<file path="src/rtl/cpmc_pkg.sv">
// Package: map, field values, modes and timing for clock/power control
package cpmc_pkg;
  localparam int ADDR_W = 4;
  localparam int DATA_W = 16;
  // Register offsets
  localparam logic [3:0] OFS_PLL_CFG = 4'h0;
  localparam logic [3:0] OFS_CLK_SEL = 4'h1;
  localparam logic [3:0] OFS_CLK_DIV = 4'h2;
  localparam logic [3:0] OFS_MODE = 4'h3;
  localparam logic [3:0] OFS_WAKE_EN = 4'h4;
  localparam logic [3:0] OFS_WAKE_STAT = 4'h5;
  localparam logic [3:0] OFS_PLL_EN = 4'h6;
  // Fast loop: code n gives FAST_MIN_MHZ + n * FAST_STEP_MHZ
  localparam int FAST_MIN_MHZ = 15;
  localparam int FAST_MAX_MHZ = 96;
  localparam int FAST_STEP_MHZ = 3;
  localparam logic [4:0] FAST_CODE_MAX =
    5'((FAST_MAX_MHZ - FAST_MIN_MHZ) / FAST_STEP_MHZ);
  localparam logic [4:0] PLL_CFG_RST = FAST_CODE_MAX;
  // Loop enables: bit 0 fast (96MHz), bit 1 27MHz, bit 2 12MHz
  localparam int PLL_N = 3;
  localparam logic [2:0] PLL_EN_RST = 3'h7;
  // System clock sources
  localparam logic [1:0] SRC_32K = 2'h0;
  localparam logic [1:0] SRC_12M = 2'h1;
  localparam logic [1:0] SRC_6M = 2'h2;
  localparam logic [1:0] CLK_SEL_RST = SRC_12M;
  // Divider exponent: ratio 1/2^n, n up to 7 (1/128)
  localparam logic [2:0] DIV_RST = 3'h0;
  localparam int DIV_CNT_W = 7;
  // Mode entry keys written to OFS_MODE
  localparam logic [15:0] KEY_WAIT = 16'h5a01;
  localparam logic [15:0] KEY_HALT = 16'h5a02;
  localparam logic [15:0] KEY_STOP_RESUME = 16'h5a03;
  localparam logic [15:0] KEY_SLEEP = 16'h5a04;
  // Mode read-back codes
  localparam logic [2:0] MC_NORMAL = 3'h0;
  localparam logic [2:0] MC_WAIT = 3'h1;
  localparam logic [2:0] MC_HALT = 3'h2;
  localparam logic [2:0] MC_STOP_RESUME = 3'h3;
  localparam logic [2:0] MC_SLEEP = 3'h4;
  localparam logic [2:0] MC_RESET = 3'h5;
  // Wake source bits
  localparam int WAKE_W = 3;
  localparam int WAKE_IRQ = 0;
  localparam int WAKE_TMR = 1;
  localparam int WAKE_KEY = 2;
  localparam logic [2:0] WAKE_EN_RST = 3'h7;
  // Reset pulse after wake, least time
  localparam int CLK_MHZ = 250;
  localparam int RST_PULSE_NS = 100;
  localparam logic [4:0] RST_PULSE_CYC =
    5'((RST_PULSE_NS * CLK_MHZ + 999) / 1000);
  typedef enum logic [2:0] {
    M_NORMAL, M_WAIT, M_HALT, M_STOP_RESUME, M_SLEEP, M_RST_CPU, M_RST_SYS
  } cpmc_mode_t;
endpackage

</file>
<file path="src/rtl/cpmc_link_if.sv">
// Interface: control between the sequencer, divider and wake detector
`timescale 1ns/1ps
interface cpmc_link_if;
  logic [1:0] src_sel;
  logic [2:0] div_log2;
  logic run;
  logic tick_32k;
  logic tick_12m;
  logic tick_6m;
  logic sys_tick;
  logic [2:0] wake_en;
  logic [2:0] wake_hit;
  modport ctl (output src_sel, div_log2, run, tick_32k, tick_12m, tick_6m,
    wake_en, input sys_tick, wake_hit);
  modport div (input src_sel, div_log2, run, tick_32k, tick_12m, tick_6m,
    output sys_tick);
  modport wake (input wake_en, output wake_hit);
endinterface

</file>
<file path="src/rtl/cpmc_clkdiv.sv">
// Source select and power-of-two divider for the system clock tick
`timescale 1ns/1ps
module cpmc_clkdiv (
  input wire logic ref_clk, // Core clock
  input wire logic rst_n, // Sync reset
  input wire logic ce, // Clock enable
  cpmc_link_if.div lk // Control link
);
  import cpmc_pkg::*;
  logic [6:0] cnt_q;
  logic [6:0] cnt_d;
  logic tick_q;
  logic src_tick;
  logic [6:0] mask;

  function automatic logic [6:0] div_mask(input logic [2:0] n);
    div_mask = 7'((8'h01 << n) - 8'h01);
  endfunction

  assign src_tick = (lk.src_sel == SRC_32K) ? lk.tick_32k :
                    (lk.src_sel == SRC_6M) ? lk.tick_6m : lk.tick_12m;
  assign mask = div_mask(lk.div_log2);
  assign cnt_d = lk.run && src_tick ? 7'(cnt_q + 7'h01) : cnt_q;
  assign lk.sys_tick = tick_q;

  always_ff @(posedge ref_clk) begin
    if (!rst_n) begin
      cnt_q <= 7'h00;
      tick_q <= 1'b0;
    end else if (ce) begin
      cnt_q <= cnt_d;
      tick_q <= lk.run && src_tick && ((cnt_q & mask) == mask);
    end
  end

  property p_div_stop;
    @(posedge ref_clk) disable iff (!rst_n)
      ce && !lk.run |=> !tick_q;
  endproperty
  a_div_stop: assert property (p_div_stop)
    else $error("system tick while system clock stopped");
endmodule

</file>
<file path="src/rtl/cpmc_wake.sv">
// Wake event detector, runs on the ungated core clock
`timescale 1ns/1ps
module cpmc_wake (
  input wire logic ref_clk, // Core clock
  input wire logic rst_n, // Sync reset
  input wire logic ce, // Clock enable
  input wire logic irq_evt, // Interrupt pending, same domain
  input wire logic tmr_evt, // Timer event, same domain
  input wire logic [1:0] key_pin, // Key-change pins, async
  cpmc_link_if.wake lk // Control link
);
  import cpmc_pkg::*;
  logic [1:0] s1_q;
  logic [1:0] s2_q;
  logic [1:0] s3_q;
  logic [1:0] key_q;
  logic [2:0] hit_q;
  logic [1:0] fill_q;
  logic armed;
  logic key_stable;
  logic key_chg;
  logic [2:0] raw;

  assign key_stable = (s2_q == s3_q);
  // Chain must fill first, else a pin held high fakes a change
  assign armed = (fill_q == 2'h3);
  assign key_chg = armed && key_stable && (s3_q != key_q);
  assign raw = {key_chg, tmr_evt, irq_evt};
  assign lk.wake_hit = hit_q;

  always_ff @(posedge ref_clk) begin
    if (!rst_n) begin
      s1_q <= 2'h0;
      s2_q <= 2'h0;
      s3_q <= 2'h0;
      key_q <= 2'h0;
      fill_q <= 2'h0;
      hit_q <= 3'h0;
    end else if (ce) begin
      s1_q <= key_pin;
      s2_q <= s1_q;
      s3_q <= s2_q;
      if (!armed) begin
        fill_q <= 2'(fill_q + 2'h1);
        key_q <= s2_q;
      end else if (key_stable) begin
        key_q <= s3_q;
      end
      hit_q <= raw & lk.wake_en;
    end
  end

  property p_wake_evt;
    @(posedge ref_clk) disable iff (!rst_n)
      ce && irq_evt && lk.wake_en[WAKE_IRQ] |=> hit_q[WAKE_IRQ];
  endproperty
  a_wake_evt: assert property (p_wake_evt)
    else $error("enabled interrupt did not raise wake");

  property p_key_wake;
    @(posedge ref_clk) disable iff (!rst_n)
      ce && key_chg && lk.wake_en[WAKE_KEY] |=> hit_q[WAKE_KEY];
  endproperty
  a_key_wake: assert property (p_key_wake)
    else $error("key change lost by wake detector");

  c_key_wake: cover property (@(posedge ref_clk) hit_q[WAKE_KEY]);
endmodule

</file>
<file path="src/rtl/cpmc_top.sv">
// Clock selection, divider and power mode sequencer
// Notes on behaviour
// - Three loops, 96MHz, 27MHz and 12MHz, each with an enable output.
// - Fast loop programmable 15 to 96MHz in 3MHz steps.
// - System clock source chosen among 32768Hz, 12MHz and 6MHz.
// - Divider cuts the selected system clock by up to 1/128.
// - Normal mode keeps CPU, system, RTC clocks and power enable on.
// - Wait stops CPU clock only; wake resumes at next instruction.
// - Halt stops CPU and system clocks, drops power; wake resets CPU.
// - Stop-resume mode like Halt but wake resumes without reset.
// - Sleep stops all clocks, drops power; wake resets whole system.
// - Interrupt, timer or key change wakes from low power.
`timescale 1ns/1ps
module cpmc_top (
  input wire logic ref_clk, // 250 MHz core clock
  input wire logic rst_n, // Sync reset, active low
  input wire logic ce, // Clock enable, freezes state
  input wire logic [cpmc_pkg::ADDR_W-1:0] addr, // Register address
  input wire logic [cpmc_pkg::DATA_W-1:0] wr_data, // Write data
  input wire logic wr, // Write strobe
  input wire logic rd, // Read strobe
  output logic [cpmc_pkg::DATA_W-1:0] rd_data, // Read data, next cycle
  input wire logic tick_32k, // 32768Hz source tick
  input wire logic tick_12m, // 12MHz source tick
  input wire logic tick_6m, // 6MHz source tick
  input wire logic irq_evt, // Interrupt pending
  input wire logic tmr_evt, // Timer event
  input wire logic [1:0] key_pin, // Key-change pins
  output logic [cpmc_pkg::PLL_N-1:0] pll_en, // Loop enables
  output logic [4:0] pll_fast_code, // Fast loop step code
  output logic [1:0] sys_src_sel, // System clock source
  output logic sys_clk_tick, // Divided system clock enable
  output logic cpu_clk_en, // CPU clock gate
  output logic sys_clk_en, // System clock gate
  output logic rtc_clk_en, // RTC clock gate
  output logic external_power_enable_out, // External power enable
  output logic cpu_reset, // CPU reset request
  output logic sys_reset // System reset request
);
  import cpmc_pkg::*;

  cpmc_link_if lk ();
  cpmc_mode_t state_q;
  cpmc_mode_t state_d;
  logic [4:0] pll_code_q;
  logic [2:0] pll_en_q;
  logic [1:0] src_q;
  logic [2:0] div_q;
  logic [2:0] wake_en_q;
  logic [2:0] wake_stat_q;
  logic [4:0] rst_cnt_q;
  logic [15:0] rd_data_q;
  logic tick_q;
  logic cpu_q;
  logic sys_q;
  logic rtc_q;
  logic pwr_q;
  logic cpu_rst_q;
  logic sys_rst_q;

  // Decode
  logic sel_pll_cfg;
  logic sel_clk_sel;
  logic sel_clk_div;
  logic sel_mode;
  logic sel_wake_en;
  logic sel_wake_stat;
  logic sel_pll_en;
  logic wake_any;
  logic low_power;
  logic pll_ok;
  logic src_ok;
  logic [2:0] mode_code;
  logic [15:0] rd_mux;
  logic [2:0] wake_stat_d;

  assign sel_pll_cfg = (addr == OFS_PLL_CFG);
  assign sel_clk_sel = (addr == OFS_CLK_SEL);
  assign sel_clk_div = (addr == OFS_CLK_DIV);
  assign sel_mode = (addr == OFS_MODE);
  assign sel_wake_en = (addr == OFS_WAKE_EN);
  assign sel_wake_stat = (addr == OFS_WAKE_STAT);
  assign sel_pll_en = (addr == OFS_PLL_EN);

  assign pll_ok = (wr_data[4:0] <= FAST_CODE_MAX);
  assign src_ok = (wr_data[1:0] != 2'h3);

  assign wake_any = |lk.wake_hit;
  assign low_power = (state_q == M_WAIT) || (state_q == M_HALT) ||
                     (state_q == M_STOP_RESUME) || (state_q == M_SLEEP);

  assign mode_code = (state_q == M_WAIT) ? MC_WAIT :
                     (state_q == M_HALT) ? MC_HALT :
                     (state_q == M_STOP_RESUME) ? MC_STOP_RESUME :
                     (state_q == M_SLEEP) ? MC_SLEEP :
                     (state_q == M_NORMAL) ? MC_NORMAL : MC_RESET;

  // Unmapped addresses read zero
  always_comb begin
    if (sel_pll_cfg) begin
      rd_mux = {11'h000, pll_code_q};
    end else if (sel_clk_sel) begin
      rd_mux = {14'h0000, src_q};
    end else if (sel_clk_div) begin
      rd_mux = {13'h0000, div_q};
    end else if (sel_mode) begin
      rd_mux = {13'h0000, mode_code};
    end else if (sel_wake_en) begin
      rd_mux = {13'h0000, wake_en_q};
    end else if (sel_wake_stat) begin
      rd_mux = {13'h0000, wake_stat_q};
    end else if (sel_pll_en) begin
      rd_mux = {13'h0000, pll_en_q};
    end else begin
      rd_mux = 16'h0000;
    end
  end

  // Write-one-clear; a new hit in the same cycle wins
  assign wake_stat_d =
    (wake_stat_q & ~((wr && sel_wake_stat) ? wr_data[2:0] : 3'h0)) |
    lk.wake_hit;

  assign lk.src_sel = src_q;
  assign lk.div_log2 = div_q;
  assign lk.tick_32k = tick_32k;
  assign lk.tick_12m = tick_12m;
  assign lk.tick_6m = tick_6m;
  assign lk.wake_en = wake_en_q;
  assign lk.run = sys_q;

  cpmc_clkdiv u_div (
    .ref_clk(ref_clk),
    .rst_n(rst_n),
    .ce(ce),
    .lk(lk.div)
  );

  cpmc_wake u_wake (
    .ref_clk(ref_clk),
    .rst_n(rst_n),
    .ce(ce),
    .irq_evt(irq_evt),
    .tmr_evt(tmr_evt),
    .key_pin(key_pin),
    .lk(lk.wake)
  );

  // entry only by key write in Normal
  always_comb begin
    state_d = state_q;
    case (state_q)
      M_NORMAL: begin
        if (wr && sel_mode) begin
          if (wr_data == KEY_WAIT) begin
            state_d = M_WAIT;
          end else if (wr_data == KEY_HALT) begin
            state_d = M_HALT;
          end else if (wr_data == KEY_STOP_RESUME) begin
            state_d = M_STOP_RESUME;
          end else if (wr_data == KEY_SLEEP) begin
            state_d = M_SLEEP;
          end
        end
      end
      M_WAIT, M_STOP_RESUME: begin
        if (wake_any) begin
          state_d = M_NORMAL;
        end
      end
      M_HALT: begin
        if (wake_any) begin
          state_d = M_RST_CPU;
        end
      end
      M_SLEEP: begin
        if (wake_any) begin
          state_d = M_RST_SYS;
        end
      end
      M_RST_CPU, M_RST_SYS: begin
        if (rst_cnt_q == 5'h01) begin
          state_d = M_NORMAL;
        end
      end
      default: state_d = M_NORMAL;
    endcase
  end

  always_ff @(posedge ref_clk) begin
    if (!rst_n) begin
      state_q <= M_NORMAL;
      rst_cnt_q <= 5'h00;
    end else if (ce) begin
      state_q <= state_d;
      rst_cnt_q <= (state_d != state_q) ? RST_PULSE_CYC :
                   (rst_cnt_q != 5'h00) ? 5'(rst_cnt_q - 5'h01) : 5'h00;
    end
  end

  always_ff @(posedge ref_clk) begin
    if (!rst_n) begin
      cpu_q <= 1'b1;
      sys_q <= 1'b1;
      rtc_q <= 1'b1;
      pwr_q <= 1'b1;
      cpu_rst_q <= 1'b0;
      sys_rst_q <= 1'b0;
    end else if (ce) begin
      cpu_q <= (state_d == M_NORMAL) || (state_d == M_RST_CPU) ||
               (state_d == M_RST_SYS);
      sys_q <= (state_d != M_HALT) && (state_d != M_STOP_RESUME) &&
               (state_d != M_SLEEP);
      rtc_q <= (state_d != M_SLEEP);
      pwr_q <= (state_d != M_HALT) && (state_d != M_STOP_RESUME) &&
               (state_d != M_SLEEP);
      cpu_rst_q <= (state_d == M_RST_CPU);
      sys_rst_q <= (state_d == M_RST_SYS);
    end
  end

  always_ff @(posedge ref_clk) begin
    if (!rst_n) begin
      pll_code_q <= PLL_CFG_RST;
      pll_en_q <= PLL_EN_RST;
      src_q <= CLK_SEL_RST;
      div_q <= DIV_RST;
      wake_en_q <= WAKE_EN_RST;
      wake_stat_q <= 3'h0;
      rd_data_q <= 16'h0000;
      tick_q <= 1'b0;
    end else if (ce) begin
      if (wr && sel_pll_cfg && pll_ok) begin
        pll_code_q <= wr_data[4:0];
      end
      if (wr && sel_pll_en) begin
        pll_en_q <= wr_data[2:0];
      end
      if (wr && sel_clk_sel && src_ok) begin
        src_q <= wr_data[1:0];
      end
      if (wr && sel_clk_div) begin
        div_q <= wr_data[2:0];
      end
      if (wr && sel_wake_en) begin
        wake_en_q <= wr_data[2:0];
      end
      wake_stat_q <= wake_stat_d;
      rd_data_q <= rd ? rd_mux : 16'h0000;
      tick_q <= lk.sys_tick;
    end
  end

  assign rd_data = rd_data_q;
  assign pll_en = pll_en_q;
  assign pll_fast_code = pll_code_q;
  assign sys_src_sel = src_q;
  assign sys_clk_tick = tick_q;
  assign cpu_clk_en = cpu_q;
  assign sys_clk_en = sys_q;
  assign rtc_clk_en = rtc_q;
  assign external_power_enable_out = pwr_q;
  assign cpu_reset = cpu_rst_q;
  assign sys_reset = sys_rst_q;

  property p_pll_range;
    @(posedge ref_clk) disable iff (!rst_n) pll_code_q <= FAST_CODE_MAX;
  endproperty
  a_pll_range: assert property (p_pll_range)
    else $error("fast loop code out of range");

  property p_src_write;
    @(posedge ref_clk) disable iff (!rst_n)
      ce && wr && sel_clk_sel && src_ok |=> src_q == $past(wr_data[1:0]);
  endproperty
  a_src_write: assert property (p_src_write)
    else $error("clock source write not taken");

  property p_normal;
    @(posedge ref_clk) disable iff (!rst_n)
      state_q == M_NORMAL && $past(state_q) == M_NORMAL |->
        cpu_q && sys_q && rtc_q && pwr_q;
  endproperty
  a_normal: assert property (p_normal)
    else $error("a gate is off in normal mode");

  property p_wait_wake;
    @(posedge ref_clk) disable iff (!rst_n)
      ce && state_q == M_WAIT && wake_any |=>
        state_q == M_NORMAL && cpu_q && !cpu_rst_q;
  endproperty
  a_wait_wake: assert property (p_wait_wake)
    else $error("wait did not resume cleanly");

  property p_halt_wake;
    @(posedge ref_clk) disable iff (!rst_n)
      ce && state_q == M_HALT && wake_any |=> cpu_rst_q [*2];
  endproperty
  a_halt_wake: assert property (p_halt_wake)
    else $error("halt wake did not reset cpu");

  property p_stop_resume;
    @(posedge ref_clk) disable iff (!rst_n)
      ce && state_q == M_STOP_RESUME && !wake_any |=>
        !cpu_q && !sys_q && rtc_q && !pwr_q;
  endproperty
  a_stop_resume: assert property (p_stop_resume)
    else $error("stop-resume gating wrong");

  property p_sleep_wake;
    @(posedge ref_clk) disable iff (!rst_n)
      ce && state_q == M_SLEEP && wake_any |=> sys_rst_q && !cpu_rst_q;
  endproperty
  a_sleep_wake: assert property (p_sleep_wake)
    else $error("sleep wake did not reset system");

  property p_sleep_gate;
    @(posedge ref_clk) disable iff (!rst_n)
      ce && state_q == M_NORMAL && wr && sel_mode && wr_data == KEY_SLEEP
        |=> !rtc_q && !pwr_q && !sys_q && !cpu_q;
  endproperty
  a_sleep_gate: assert property (p_sleep_gate)
    else $error("sleep entry left a clock on");

  c_wait: cover property (@(posedge ref_clk) state_q == M_WAIT);
  c_halt_rst: cover property (@(posedge ref_clk) cpu_rst_q);
  c_sleep_rst: cover property (@(posedge ref_clk) sys_rst_q);
  c_tick: cover property (@(posedge ref_clk) tick_q && div_q == 3'h7);
endmodule

</file>
<file path="config.mk">
export PLATFORM = sky130hd
export DESIGN_NAME = cpmc_top
export DESIGN_NICKNAME = d
export VERILOG_FILES = /design/src/rtl/cpmc_pkg.sv /design/src/rtl/cpmc_link_if.sv /design/src/rtl/cpmc_clkdiv.sv /design/src/rtl/cpmc_wake.sv /design/src/rtl/cpmc_top.sv
export SDC_FILE = /design/constraint.sdc
export NUM_CORES = 1
export LEC_CHECK = 0
export BUFFER_PORTS_ARGS = -buffer_cell sky130_fd_sc_hd__buf_2
export CAP_MARGIN = 20
export CORE_ASPECT_RATIO = 0.9
export CORE_MARGIN = 10
export CORE_UTILIZATION = 51
export DETAILED_ROUTE_END_ITERATION = 10
export PLACE_DENSITY = 0.75
export SETUP_SLACK_MARGIN = 0.4
export SLEW_MARGIN = 20
export SYNTH_ARGS = -nofsm -noshare
export SYNTH_HDL_FRONTEND = slang
export SYNTH_HIERARCHICAL = 1
export SYNTH_SLANG_ARGS = --single-unit
</file>
<file path="constraint.sdc">
create_clock -name ref_clk -period 3.1 [get_ports ref_clk]
set_input_delay 0 -clock ref_clk [delete_from_list [all_inputs] [get_ports ref_clk]]
set_output_delay 0 -clock ref_clk [all_outputs]
set_load 0.005 [all_outputs]
</file>
==> results.cfg, run 1 <==
[run_status]
status = completed

[final_layout]
final_nets = 461
nFillCells = 533
areaGrowthSynthToFinish_pct = 16.61
drive_gt1_frac = 0.2051
antenna_cells = 0

[synth]
syn_avg_cell_area_um2 = 8.595
ys_types = 71
synthXorXnorAreaFrac = 0.01626
synthMuxAreaShare = 0.07627
synth-compound-area-share = 0.1986
synth_adder_area_share = 0.01936
ys_seq_area_frac = 0.3655
synth_top_family_by_area = simple AND/OR/NAND/NOR gates
synth-edff-count = 0
netlist_top_cells_area = dfxtp_1 (37%), mux2i_1 (6.8%), nand2_1 (3.4%)
ys.flop_type = dfxtp_1
synth_area_leader_cell = dfxtp_1
synth_top_area_frac = 0.3655
ys_ff_latch = 59
syn_inst = 376
netlist_area_um2 = 3232
async_flop_share = 0
yosys_warnings = 6
synthSimpleGateAreaFrac = 0.2420

[cts]
cts-htree-levels = 3
clk_latency_ns = 0.33
clkSinkCount = 59
clk_pin_slew_ns = 0.06
cts_made_buffers = 9
cts.repair.resized = 0
clockBufferDepth = 2
cts_root_buffer = clkbuf_8
cts_tree = yes

[routing]
wl_per_cell_um = 15.06
drt-vias-per-instance = 5.488
drc = 0
drtIter0Drc = 192
drt_wl_total_um = 7769
antenna_left = 0
dr.pass1.iters = 4
dr_total_vias = 2832

[sta]
slew_violations = 0
fmax_ghz = 0.4788
worstMarginPinSlew_ns = 0.7449
rsz0062_at_grt = no
finalCritPeriodShare = 0.6737
finalCriticalPeriod_ns = 2.089
setup_viol = 0
hold_viol_final = 0
timing.clock.skew_ns = 0.006849
relSlewSlack = 0.5034
fin_tns_setup_ns = 0

[floorplan]
core_um2 = 6148
die_h_um = 95.52
die_area_um2 = 9925
die_w_um = 103.9
start_util = 0.5256
io_pins = 65
rows = 27

[power]
p_clk_frac = 0.443
p_seq_frac = 0.429
vdd_ir_drop_max_v = 0.0003343
pwr-share-comb = 0.128
p_leak_uw = 0.001544
switching_share = 0.2407
p_sw_uw = 460.1
powerDensity_nw_per_um2 = 507.1
internal-power_uw = 1451
power_uw = 1911

[placed_design]
dpl.hpwl_um = 5618
port_buffers = 53
gp_congestion = 0.8993

[global_routing]
grt_pass1_wl_um = 12900
antenna_found_initial = 0
grt_max_degree = 46
overflow = 0
grt_pass1_vias = 2725
track_usage = 0.1562

[worst_setup_path]
critPathCaptureType = flip-flop
worst-path-max-fanout = 4
crit_type = reg -> reg
cp.required_ns = 3.33
arrival_ns = 2.31
reg2regPathDepth = 8
critPathLaunchType = flip-flop

[hold_path]
hold_path_class = in -> reg
worstHoldPathCells = 3

[flow_run]
cap_violations = 0
-- flip-flops by register name, indices dropped and copies added (netlist names) --
signal and count:
rd_data 5, wake_stat_q 3, u_wake/key_q 2, pll_en 3
sys_reset 1, rtc_clk_en 1, cpu_reset 1, sys_src_sel 2
div_q 3, u_div/lk.sys_tick 1, cpu_clk_en 1, u_wake/s1_q 2
state_q 3, u_wake/fill_q 2, rst_cnt_q 5, u_wake/s2_q 2
u_wake/lk.wake_hit 3, u_div/cnt_q 7, external_power_enable_out 1, lk.wake_en 3
sys_clk_tick 1, pll_fast_code 5, u_wake/s3_q 2
-- through the flow --
step / hold WS [ns] / cells / area (um2) / setup slack (ns) / utilization
global placement: 0.2381 / 493 / 3457 / 1.145 / 0.5623
detailed placement: 0.2596 / 493 / 3457 / 1.066 / 0.5623
floorplan: 0.1291 / 386 / 3269 / 1.261 / -
finish: 0.06483 / 516 / 3769 / 1.011 / 0.6129
CTS: 0.04485 / 516 / 3769 / 1.025 / 0.6129
global route: 0.06320 / 516 / 3769 / 0.8767 / 0.6129
-- synthesized netlist by cell type (2+ instances only) --
library cell / instances
dfxtp_1: 59
nand2_1: 29
nor2_1: 24
mux2i_1: 22
o21ai_0: 21
inv_1: 18
a21oi_1: 16
nand3_1: 16
nor2b_1: 14
clkbuf_1: 13
buf_4: 12
nand2b_1: 9
nand4_1: 8
or3_1: 8
o22ai_1: 7
buf_2: 5
ha_1: 5
nor3_1: 5
a31oi_1: 4
and2_1: 4
a21boi_0: 3
a22oi_1: 3
and3_1: 3
o21a_1: 3
o221a_2: 3
xnor2_1: 3
xor2_1: 3
a21o_1: 2
a21oi_2: 2
a31o_1: 2
and2b_1: 2
and4_1: 2
buf_1: 2
buf_6: 2
nor3b_1: 2
nor4_1: 2
o211a_1: 2
o211ai_1: 2
o221ai_1: 2
-- worst paths after layout --
kind | start | end | slack [ns]
max | rst_cnt_q[1] | external_power_enable_out | 1.01
min | wr_data[2] | lk.wake_en[2] | 0.06
max reg2reg | rst_cnt_q[1] | external_power_enable_out | 1.01
min reg2reg | cpu_reset | cpu_reset | 0.48
-- logic make-up (layout without fill, tap and decap cells) --
| group | after synthesis | count (layout) |
|---|---|---|
| AOI/OAI and AO/OA | 89 | 89 |
| xor gates and xnor gates | 6 | 6 |
| adders and majority gates | 5 | 5 |
| buffers and inverters | 52 | 95 |
| DFF | 59 | 59 |
| muxes | 24 | 24 |
| other | 1 | 11 |
| and+or+nand+nor | 140 | 140 |
-- per-layer routing --
| metal | global-route usage | share of wire | vias to the layer above |
|---|---|---|---|
| li1 | - | - | 1421 |
| met1 | 0.2020 | 0.47 | 1294 |
| met2 | 0.2294 | 0.43 | 103 |
| met3 | 0.05057 | 0.081 | 14 |
| met4 | 0.07986 | 0.016 | 0 |
| met5 | 0 | 0 | - |
-- layout by cell type, fill, tap and decap left out, types with 4 or more instances in the layout --
cell type / count
dfxtp_1: 59
buf_2: 53
nand2_1: 29
nor2_1: 24
mux2i_1: 22
o21ai_0: 21
inv_1: 18
nand3_1: 16
a21oi_1: 16
nor2b_1: 14
conb_1: 11
clkbuf_8: 10
nand2b_1: 9
nand4_1: 8
or3_1: 8
o22ai_1: 7
dlygate4sd3_1: 7
nor3_1: 5
ha_1: 5
a31oi_1: 4
and2_1: 4
-- critical path, cell delays in order (launching register included) --
cell	delay (ns)
dfxtp_1	0.31
inv_1	0.11
ha_1	0.15
or4b_4	0.49
nand3_2	0.10
a21oi_2	0.07
a211oi_2	0.31
nand3_1	0.20
a31o_1	0.25
-- power by group through the flow --
stage	logic, uW	registers [uW]	clock network (uW)
floorplan	190	826	0
global placement	230	835	0
detailed placement	236	836	0
CTS	244	819	862
global route	277	825	892
finish	245	820	846
-- cell type report --
cell class	instances	area, um2	share of cell area
Multi-Input combinational cell	275	1827	0.4847
Sequential cell	59	1181	0.3134
Timing Repair Buffer	61	342.8	0.09097
Clock buffer	11	141.4	0.03752
Tap cell	87	108.9	0.02888
Clock inverter	5	100.1	0.02656
Inverter	18	67.56	0.01793
-- what timing repair did --
item / in CTS / in global routing
hold buffers: 7 / 0
buffers inserted: 0 / 0
setup endpoints to repair: 0 / 0
endpoints found under the hold margin: 7 / 0
No activity file was read; power rests on OpenSTA's default activity.
==> run 2, diff against run 1 <==
--- a/config.mk
+++ b/config.mk
@@ -9,9 +9,9 @@
 export CAP_MARGIN = 20
 export CORE_ASPECT_RATIO = 0.9
 export CORE_MARGIN = 10
-export CORE_UTILIZATION = 51
+export CORE_UTILIZATION = 50
 export DETAILED_ROUTE_END_ITERATION = 10
-export PLACE_DENSITY = 0.75
+export PLACE_DENSITY = 0.77
 export SETUP_SLACK_MARGIN = 0.4
 export SLEW_MARGIN = 20
 export SYNTH_ARGS = -nofsm -noshare
==> constraint.sdc (replaced) <==
create_clock -name ref_clk -period 1.7 [get_ports ref_clk]
set_input_delay 0 -clock ref_clk [delete_from_list [all_inputs] [get_ports ref_clk]]
set_output_delay 0 -clock ref_clk [all_outputs]
set_load 0.005 [all_outputs]
==> run 2 against run 1 <==
The run now ends with negative setup slack left. Cell area up 10%. Maximum frequency up 6.9%. Hold slack got worse by 0.022 ns.
==> results.cfg, run 2 (synthesis results as in run 1) <==
[run_status]
status = finished, violations left
violations = negative setup slack

[placed_design]
gp_congestion = 0.9133
dpl.hpwl_um = 6170
dp_slack_ns = -0.1242
port_buffers = 53

[worst_setup_path]
crit_chain = inv_2, ha_4, or4b_4, nand4_1, o211ai_1, o21ai_2, nor4_1, o31a_1
reg2regPathDepth = 8
critPathCaptureType = flip-flop
max_stage_delay_ns = 0.50
crit_type = reg -> reg
arrival_ns = 2.19
critPathLaunchType = flip-flop
worst-path-max-fanout = 5
cp.required_ns = 1.93
cp_slowest_cell = or4b_4

[sta]
timing.clock.skew_ns = 0.006187
slew_violations = 0
fin_tns_setup_ns = -1.621
rsz0062_at_grt = yes
fmax_ghz = 0.5119
finalCritPeriodShare = 1.149
worst_slack_ns = -0.2534
hold_viol_final = 0
finalCriticalPeriod_ns = 1.953
setup_viol = 13

[floorplan]
core_um2 = 6182
die_area_um2 = 10080
rows = 27
start_util = 0.5228
io_pins = 65
die_w_um = 104.7
die_h_um = 96.27

[routing]
wl_per_cell_um = 15.74
drtIter0Drc = 170
dr_total_vias = 3058
drc = 0
antenna_left = 0
drt_wl_total_um = 8721
drt-vias-per-instance = 5.520
dr.pass1.iters = 4

[final_layout]
antenna_cells = 0
final_nets = 499
areaGrowthSynthToFinish_pct = 28.49
final_cell_mix = buf_2 (53), dfxtp_1 (50), buf_4 (35)
largest_reg_flops = 7
nFillCells = 496
top_register = u_div/cnt_q
layout_commonest_cell = buf_2
drive_gt1_frac = 0.3148

[global_routing]
antenna_found_initial = 0
grt_pass1_wl_um = 13930
track_usage = 0.1676
grt_pass1_vias = 2932
overflow = 0
grt_max_degree = 40

[power]
powerDensity_nw_per_um2 = 787.7
p_leak_uw = 0.001738
vdd_ir_drop_max_v = 0.0006244

[cts]
clkSinkCount = 59
cts_made_buffers = 9
clk_pin_slew_ns = 0.07
cts-htree-levels = 3
cts_tree = yes
clk_latency_ns = 0.35
cts_root_buffer = clkbuf_8
clockBufferDepth = 2

[flow_run]
cap_violations = 0

[hold_path]
worstHoldPathCells = 3
hold_path_class = in -> reg
## run 2: per-layer routing
metal | global-route usage | up-vias | share of wire
li1 | - | 1503 | -
met1 | 0.2126 | 1432 | 0.45
met2 | 0.2630 | 110 | 0.45
met3 | 0.06146 | 13 | 0.087
met4 | 0.04909 | 0 | 0.016
met5 | 0 | - | 0
## run 2: through the flow
step | cell area (um2) | util | hold WS [ns] | power [uW] | cells
floorplan | 3287 | - | 0.1291 | 1856 | 386
global placement | 3692 | 0.5972 | 0.2367 | 2014 | 522
detailed placement | 3692 | 0.5972 | 0.2509 | 2029 | 522
CTS | 4065 | 0.6576 | 0.02872 | 3262 | 551
global route | 4153 | 0.6717 | 0.04743 | 3423 | 554
finish | 4153 | 0.6717 | 0.04289 | 3271 | 554
## run 2: final timing paths
path,slack [ns],end,from
worst max register to register,-0.25,rst_cnt_q[2],rst_cnt_q[1]
worst max-delay path,-0.25,rst_cnt_q[2],rst_cnt_q[1]
worst min register to register,0.47,cpu_reset,cpu_reset
worst min-delay path,0.04,lk.wake_en[0],wr_data[0]
## run 2: power by group
| group | switching, uW | total [uW] | internal, uW |
|---|---|---|---|
| registers | 49.4 | 1490 | 1440 |
| logic | 306 | 589 | 284 |
| clock network | 616 | 1200 | 579 |
| total | 971 | 3270 | 2300 |
## run 2: area by class of cell
cell class	count	area, um2	area share
clock buffers	10	137.6	0.03314
clock inverters	6	48.80	0.01175
inverters	18	67.56	0.01627
multi-input cells	275	1928	0.4643
flip-flops and latches	59	1197	0.2883
well taps	87	108.9	0.02621
repair buffers	99	664.4	0.1600
## run 2: worst max-delay path, delay by kind of cell, from the launching register on
kind	cells	cell delay (ns)
simple gates	3	0.76
fa+ha+maj	1	0.11
compound gates	3	0.58
flops	1	0.32
buf+inv	1	0.07
## run 2: timing repair
| action | CTS | global route |
|---|---|---|
| setup endpoints to repair | 23 | 25 |
| pin swaps | 20 | 7 |
| cloned | 1 | 0 |
| buffers inserted | 4 | 3 |
| hold buffers | 8 | 0 |
| hold endpoints to repair | 9 | 0 |
| gates resized for setup | 13 | 21 |
==> run 3, diff against run 2 <==
--- a/config.mk
+++ b/config.mk
@@ -9,12 +9,13 @@
 export CAP_MARGIN = 20
 export CORE_ASPECT_RATIO = 0.9
 export CORE_MARGIN = 10
-export CORE_UTILIZATION = 50
+export CORE_UTILIZATION = 51
 export DETAILED_ROUTE_END_ITERATION = 10
-export PLACE_DENSITY = 0.77
+export PLACE_DENSITY = 0.75
 export SETUP_SLACK_MARGIN = 0.4
 export SLEW_MARGIN = 20
 export SYNTH_ARGS = -nofsm -noshare
 export SYNTH_HDL_FRONTEND = slang
 export SYNTH_HIERARCHICAL = 1
 export SYNTH_SLANG_ARGS = --single-unit
+export TNS_END_PERCENT = 100
==> constraint.sdc (replaced) <==
create_clock -name ref_clk -period 2.15 [get_ports ref_clk]
set_input_delay 0 -clock ref_clk [delete_from_list [all_inputs] [get_ports ref_clk]]
set_output_delay 0 -clock ref_clk [all_outputs]
set_load 0.005 [all_outputs]
==> run 3 against run 2 <==
Critical endpoint is now external_power_enable_out. Largest cell class unchanged. Global-route usage decreased by 0.64 points. Setup slack improved by 0.50 ns. Count of clock-buffer cells in the layout increased by 3. Sequential cell count unchanged. Via count decreased by 5.3%. First-iteration DRC count increased by 16%. Clock skew about the same. Cell area decreased by 8.9%. Clock power decreased by 16%. Final cell count decreased by 6.3%. Highest routed layer unchanged. Utilization decreased by 5.6 points. The flow now finishes without violations. Largest power group unchanged. Sequential power decreased by 21%.
==> results.cfg, run 3 (synthesis results as in run 1) <==
[cts]
cts-htree-levels = 3
clk_latency_ns = 0.34
clkSinkCount = 59
cts_tree = yes
cts_made_buffers = 9
clk_pin_slew_ns = 0.07
clockBufferDepth = 2
cts_root_buffer = clkbuf_8

[final_layout]
layout_commonest_cell = dfxtp_1
areaGrowthSynthToFinish_pct = 17.07
multi_input_area_um2 = 1844
nFillCells = 548
antenna_cells = 0
largest_reg_flops = 7
top_register = u_div/cnt_q
final_cell_mix = dfxtp_1 (57), buf_2 (53), nand2_1 (29)
seq_area_um2 = 1184
final_nets = 465
drive_gt1_frac = 0.2199

[routing]
top_layer_used = met4
drt_wl_total_um = 8038
met2_wirelength_um = 3506
dr.pass1.iters = 4
wl_met1_um = 3706
drt-vias-per-instance = 5.580
wl_per_cell_um = 15.49
dr_total_vias = 2896
antenna_left = 0
drtIter0Drc = 197
wl_met3_um = 688
drc = 0

[floorplan]
rows = 27
die_h_um = 95.52
start_util = 0.5256
die_w_um = 103.9
die_area_um2 = 9925
io_pins = 65
core_um2 = 6148

[placed_design]
port_buffers = 53
dpl.hpwl_um = 5732
dp_slack_ns = 0.2241
gp_congestion = 0.9326

[sta]
whs_ns = 0.05843
timing.clock.skew_ns = 0.005695
rsz0062_at_grt = yes
worst_slack_ns = 0.2430
fmax_ghz = 0.5244
worstMarginPinSlew_ns = 0.5206
setup_viol = 0
slew_violations = 0
finalCritPeriodShare = 0.8870
relSlewSlack = 0.6513
fin_tns_setup_ns = 0
hold_viol_final = 0
finalCriticalPeriod_ns = 1.907

[flow_run]
cap_violations = 0

[worst_setup_path]
arrival_ns = 2.14
reg2regPathDepth = 8
max_stage_delay_ns = 0.48
critPathCaptureType = flip-flop
cp_slowest_cell = or4b_4
crit_type = reg -> reg
worst-path-max-fanout = 4
crit_chain = inv_2, ha_4, or4b_4, nand3_2, a21oi_2, a211oi_2, nand3_1, a31o_1
cp.required_ns = 2.38
critPathLaunchType = flip-flop

[global_routing]
track_usage = 0.1612
antenna_found_initial = 0
overflow = 0
grt_pass1_vias = 2764
grt_pass1_wl_um = 13180
grt_max_degree = 44

[power]
p_leak_uw = 0.001550
vdd_ir_drop_max_v = 0.0004985
powerDensity_nw_per_um2 = 677.8

[hold_path]
worstHoldPathCells = 3
hold_path_class = in -> reg

[run_status]
status = completed
-- run 3: cell count changes in the layout (fill, tap and decap cells not counted), moves of 3 or more --
cell,change
buf_4,-31
o21ai_1,-6
dfxtp_2,-5
dfxtp_1,+7
clkinvlp_4,-3
o21ai_0,+6
-- run 3: cell type report --
cell class / count / share of cell area
Inverter: 18 / 0.01786
Sequential cell: 59 / 0.3128
Clock buffer: 13 / 0.04200
Timing Repair Buffer: 65 / 0.1019
Tap cell: 87 / 0.02877
Clock inverter: 2 / 0.009259
Multi-Input combinational cell: 275 / 0.4874
-- run 3: report_power, final --
part | switching, uW | internal (uW)
Combinational | 203 | 171
Sequential | 47.4 | 1140
Clock | 414 | 591
-- run 3: timing repair --
action,4_1_cts,5_1_grt
buffers inserted,3,0
pin swaps,3,0
endpoints found under the hold margin,7,0
setup endpoints to repair,7,12
gates resized for setup,2,3
hold buffers,7,0
-- run 3: critical path: cells and delay by family (launching register included) --
family / cells / cell delay [ns]
compound gates: 3 / 0.56
flops: 1 / 0.32
buf+inv: 1 / 0.07
simple gates: 3 / 0.74
fa+ha+maj: 1 / 0.11
-- run 3: final timing paths --
kind / to / slack (ns) / start
worst max-delay path: external_power_enable_out / 0.24 / rst_cnt_q[1]
worst min-delay path: lk.wake_en[2] / 0.06 / wr_data[2]
worst max register to register: external_power_enable_out / 0.24 / rst_cnt_q[1]
worst min register to register: cpu_reset / 0.47 / cpu_reset
-- run 3: metrics by stage --
stage / std cells / util / total power [uW] / instance area [um2]
after global routing: 519 / 0.6154 / 2682 / 3784
after global placement: 494 / 0.5657 / 1541 / 3478
final: 519 / 0.6154 / 2564 / 3784
after floorplan: 386 / - / 1466 / 3271
after detailed placement: 494 / 0.5657 / 1552 / 3478
after CTS: 519 / 0.6125 / 2573 / 3766
-- run 3: metal layers --
layer / GRT usage / vias to the layer above
met4: 0.07639 / 0
met1: 0.2019 / 1358
met2: 0.2437 / 101
li1: - / 1423
met5: 0 / -
met3: 0.05799 / 14
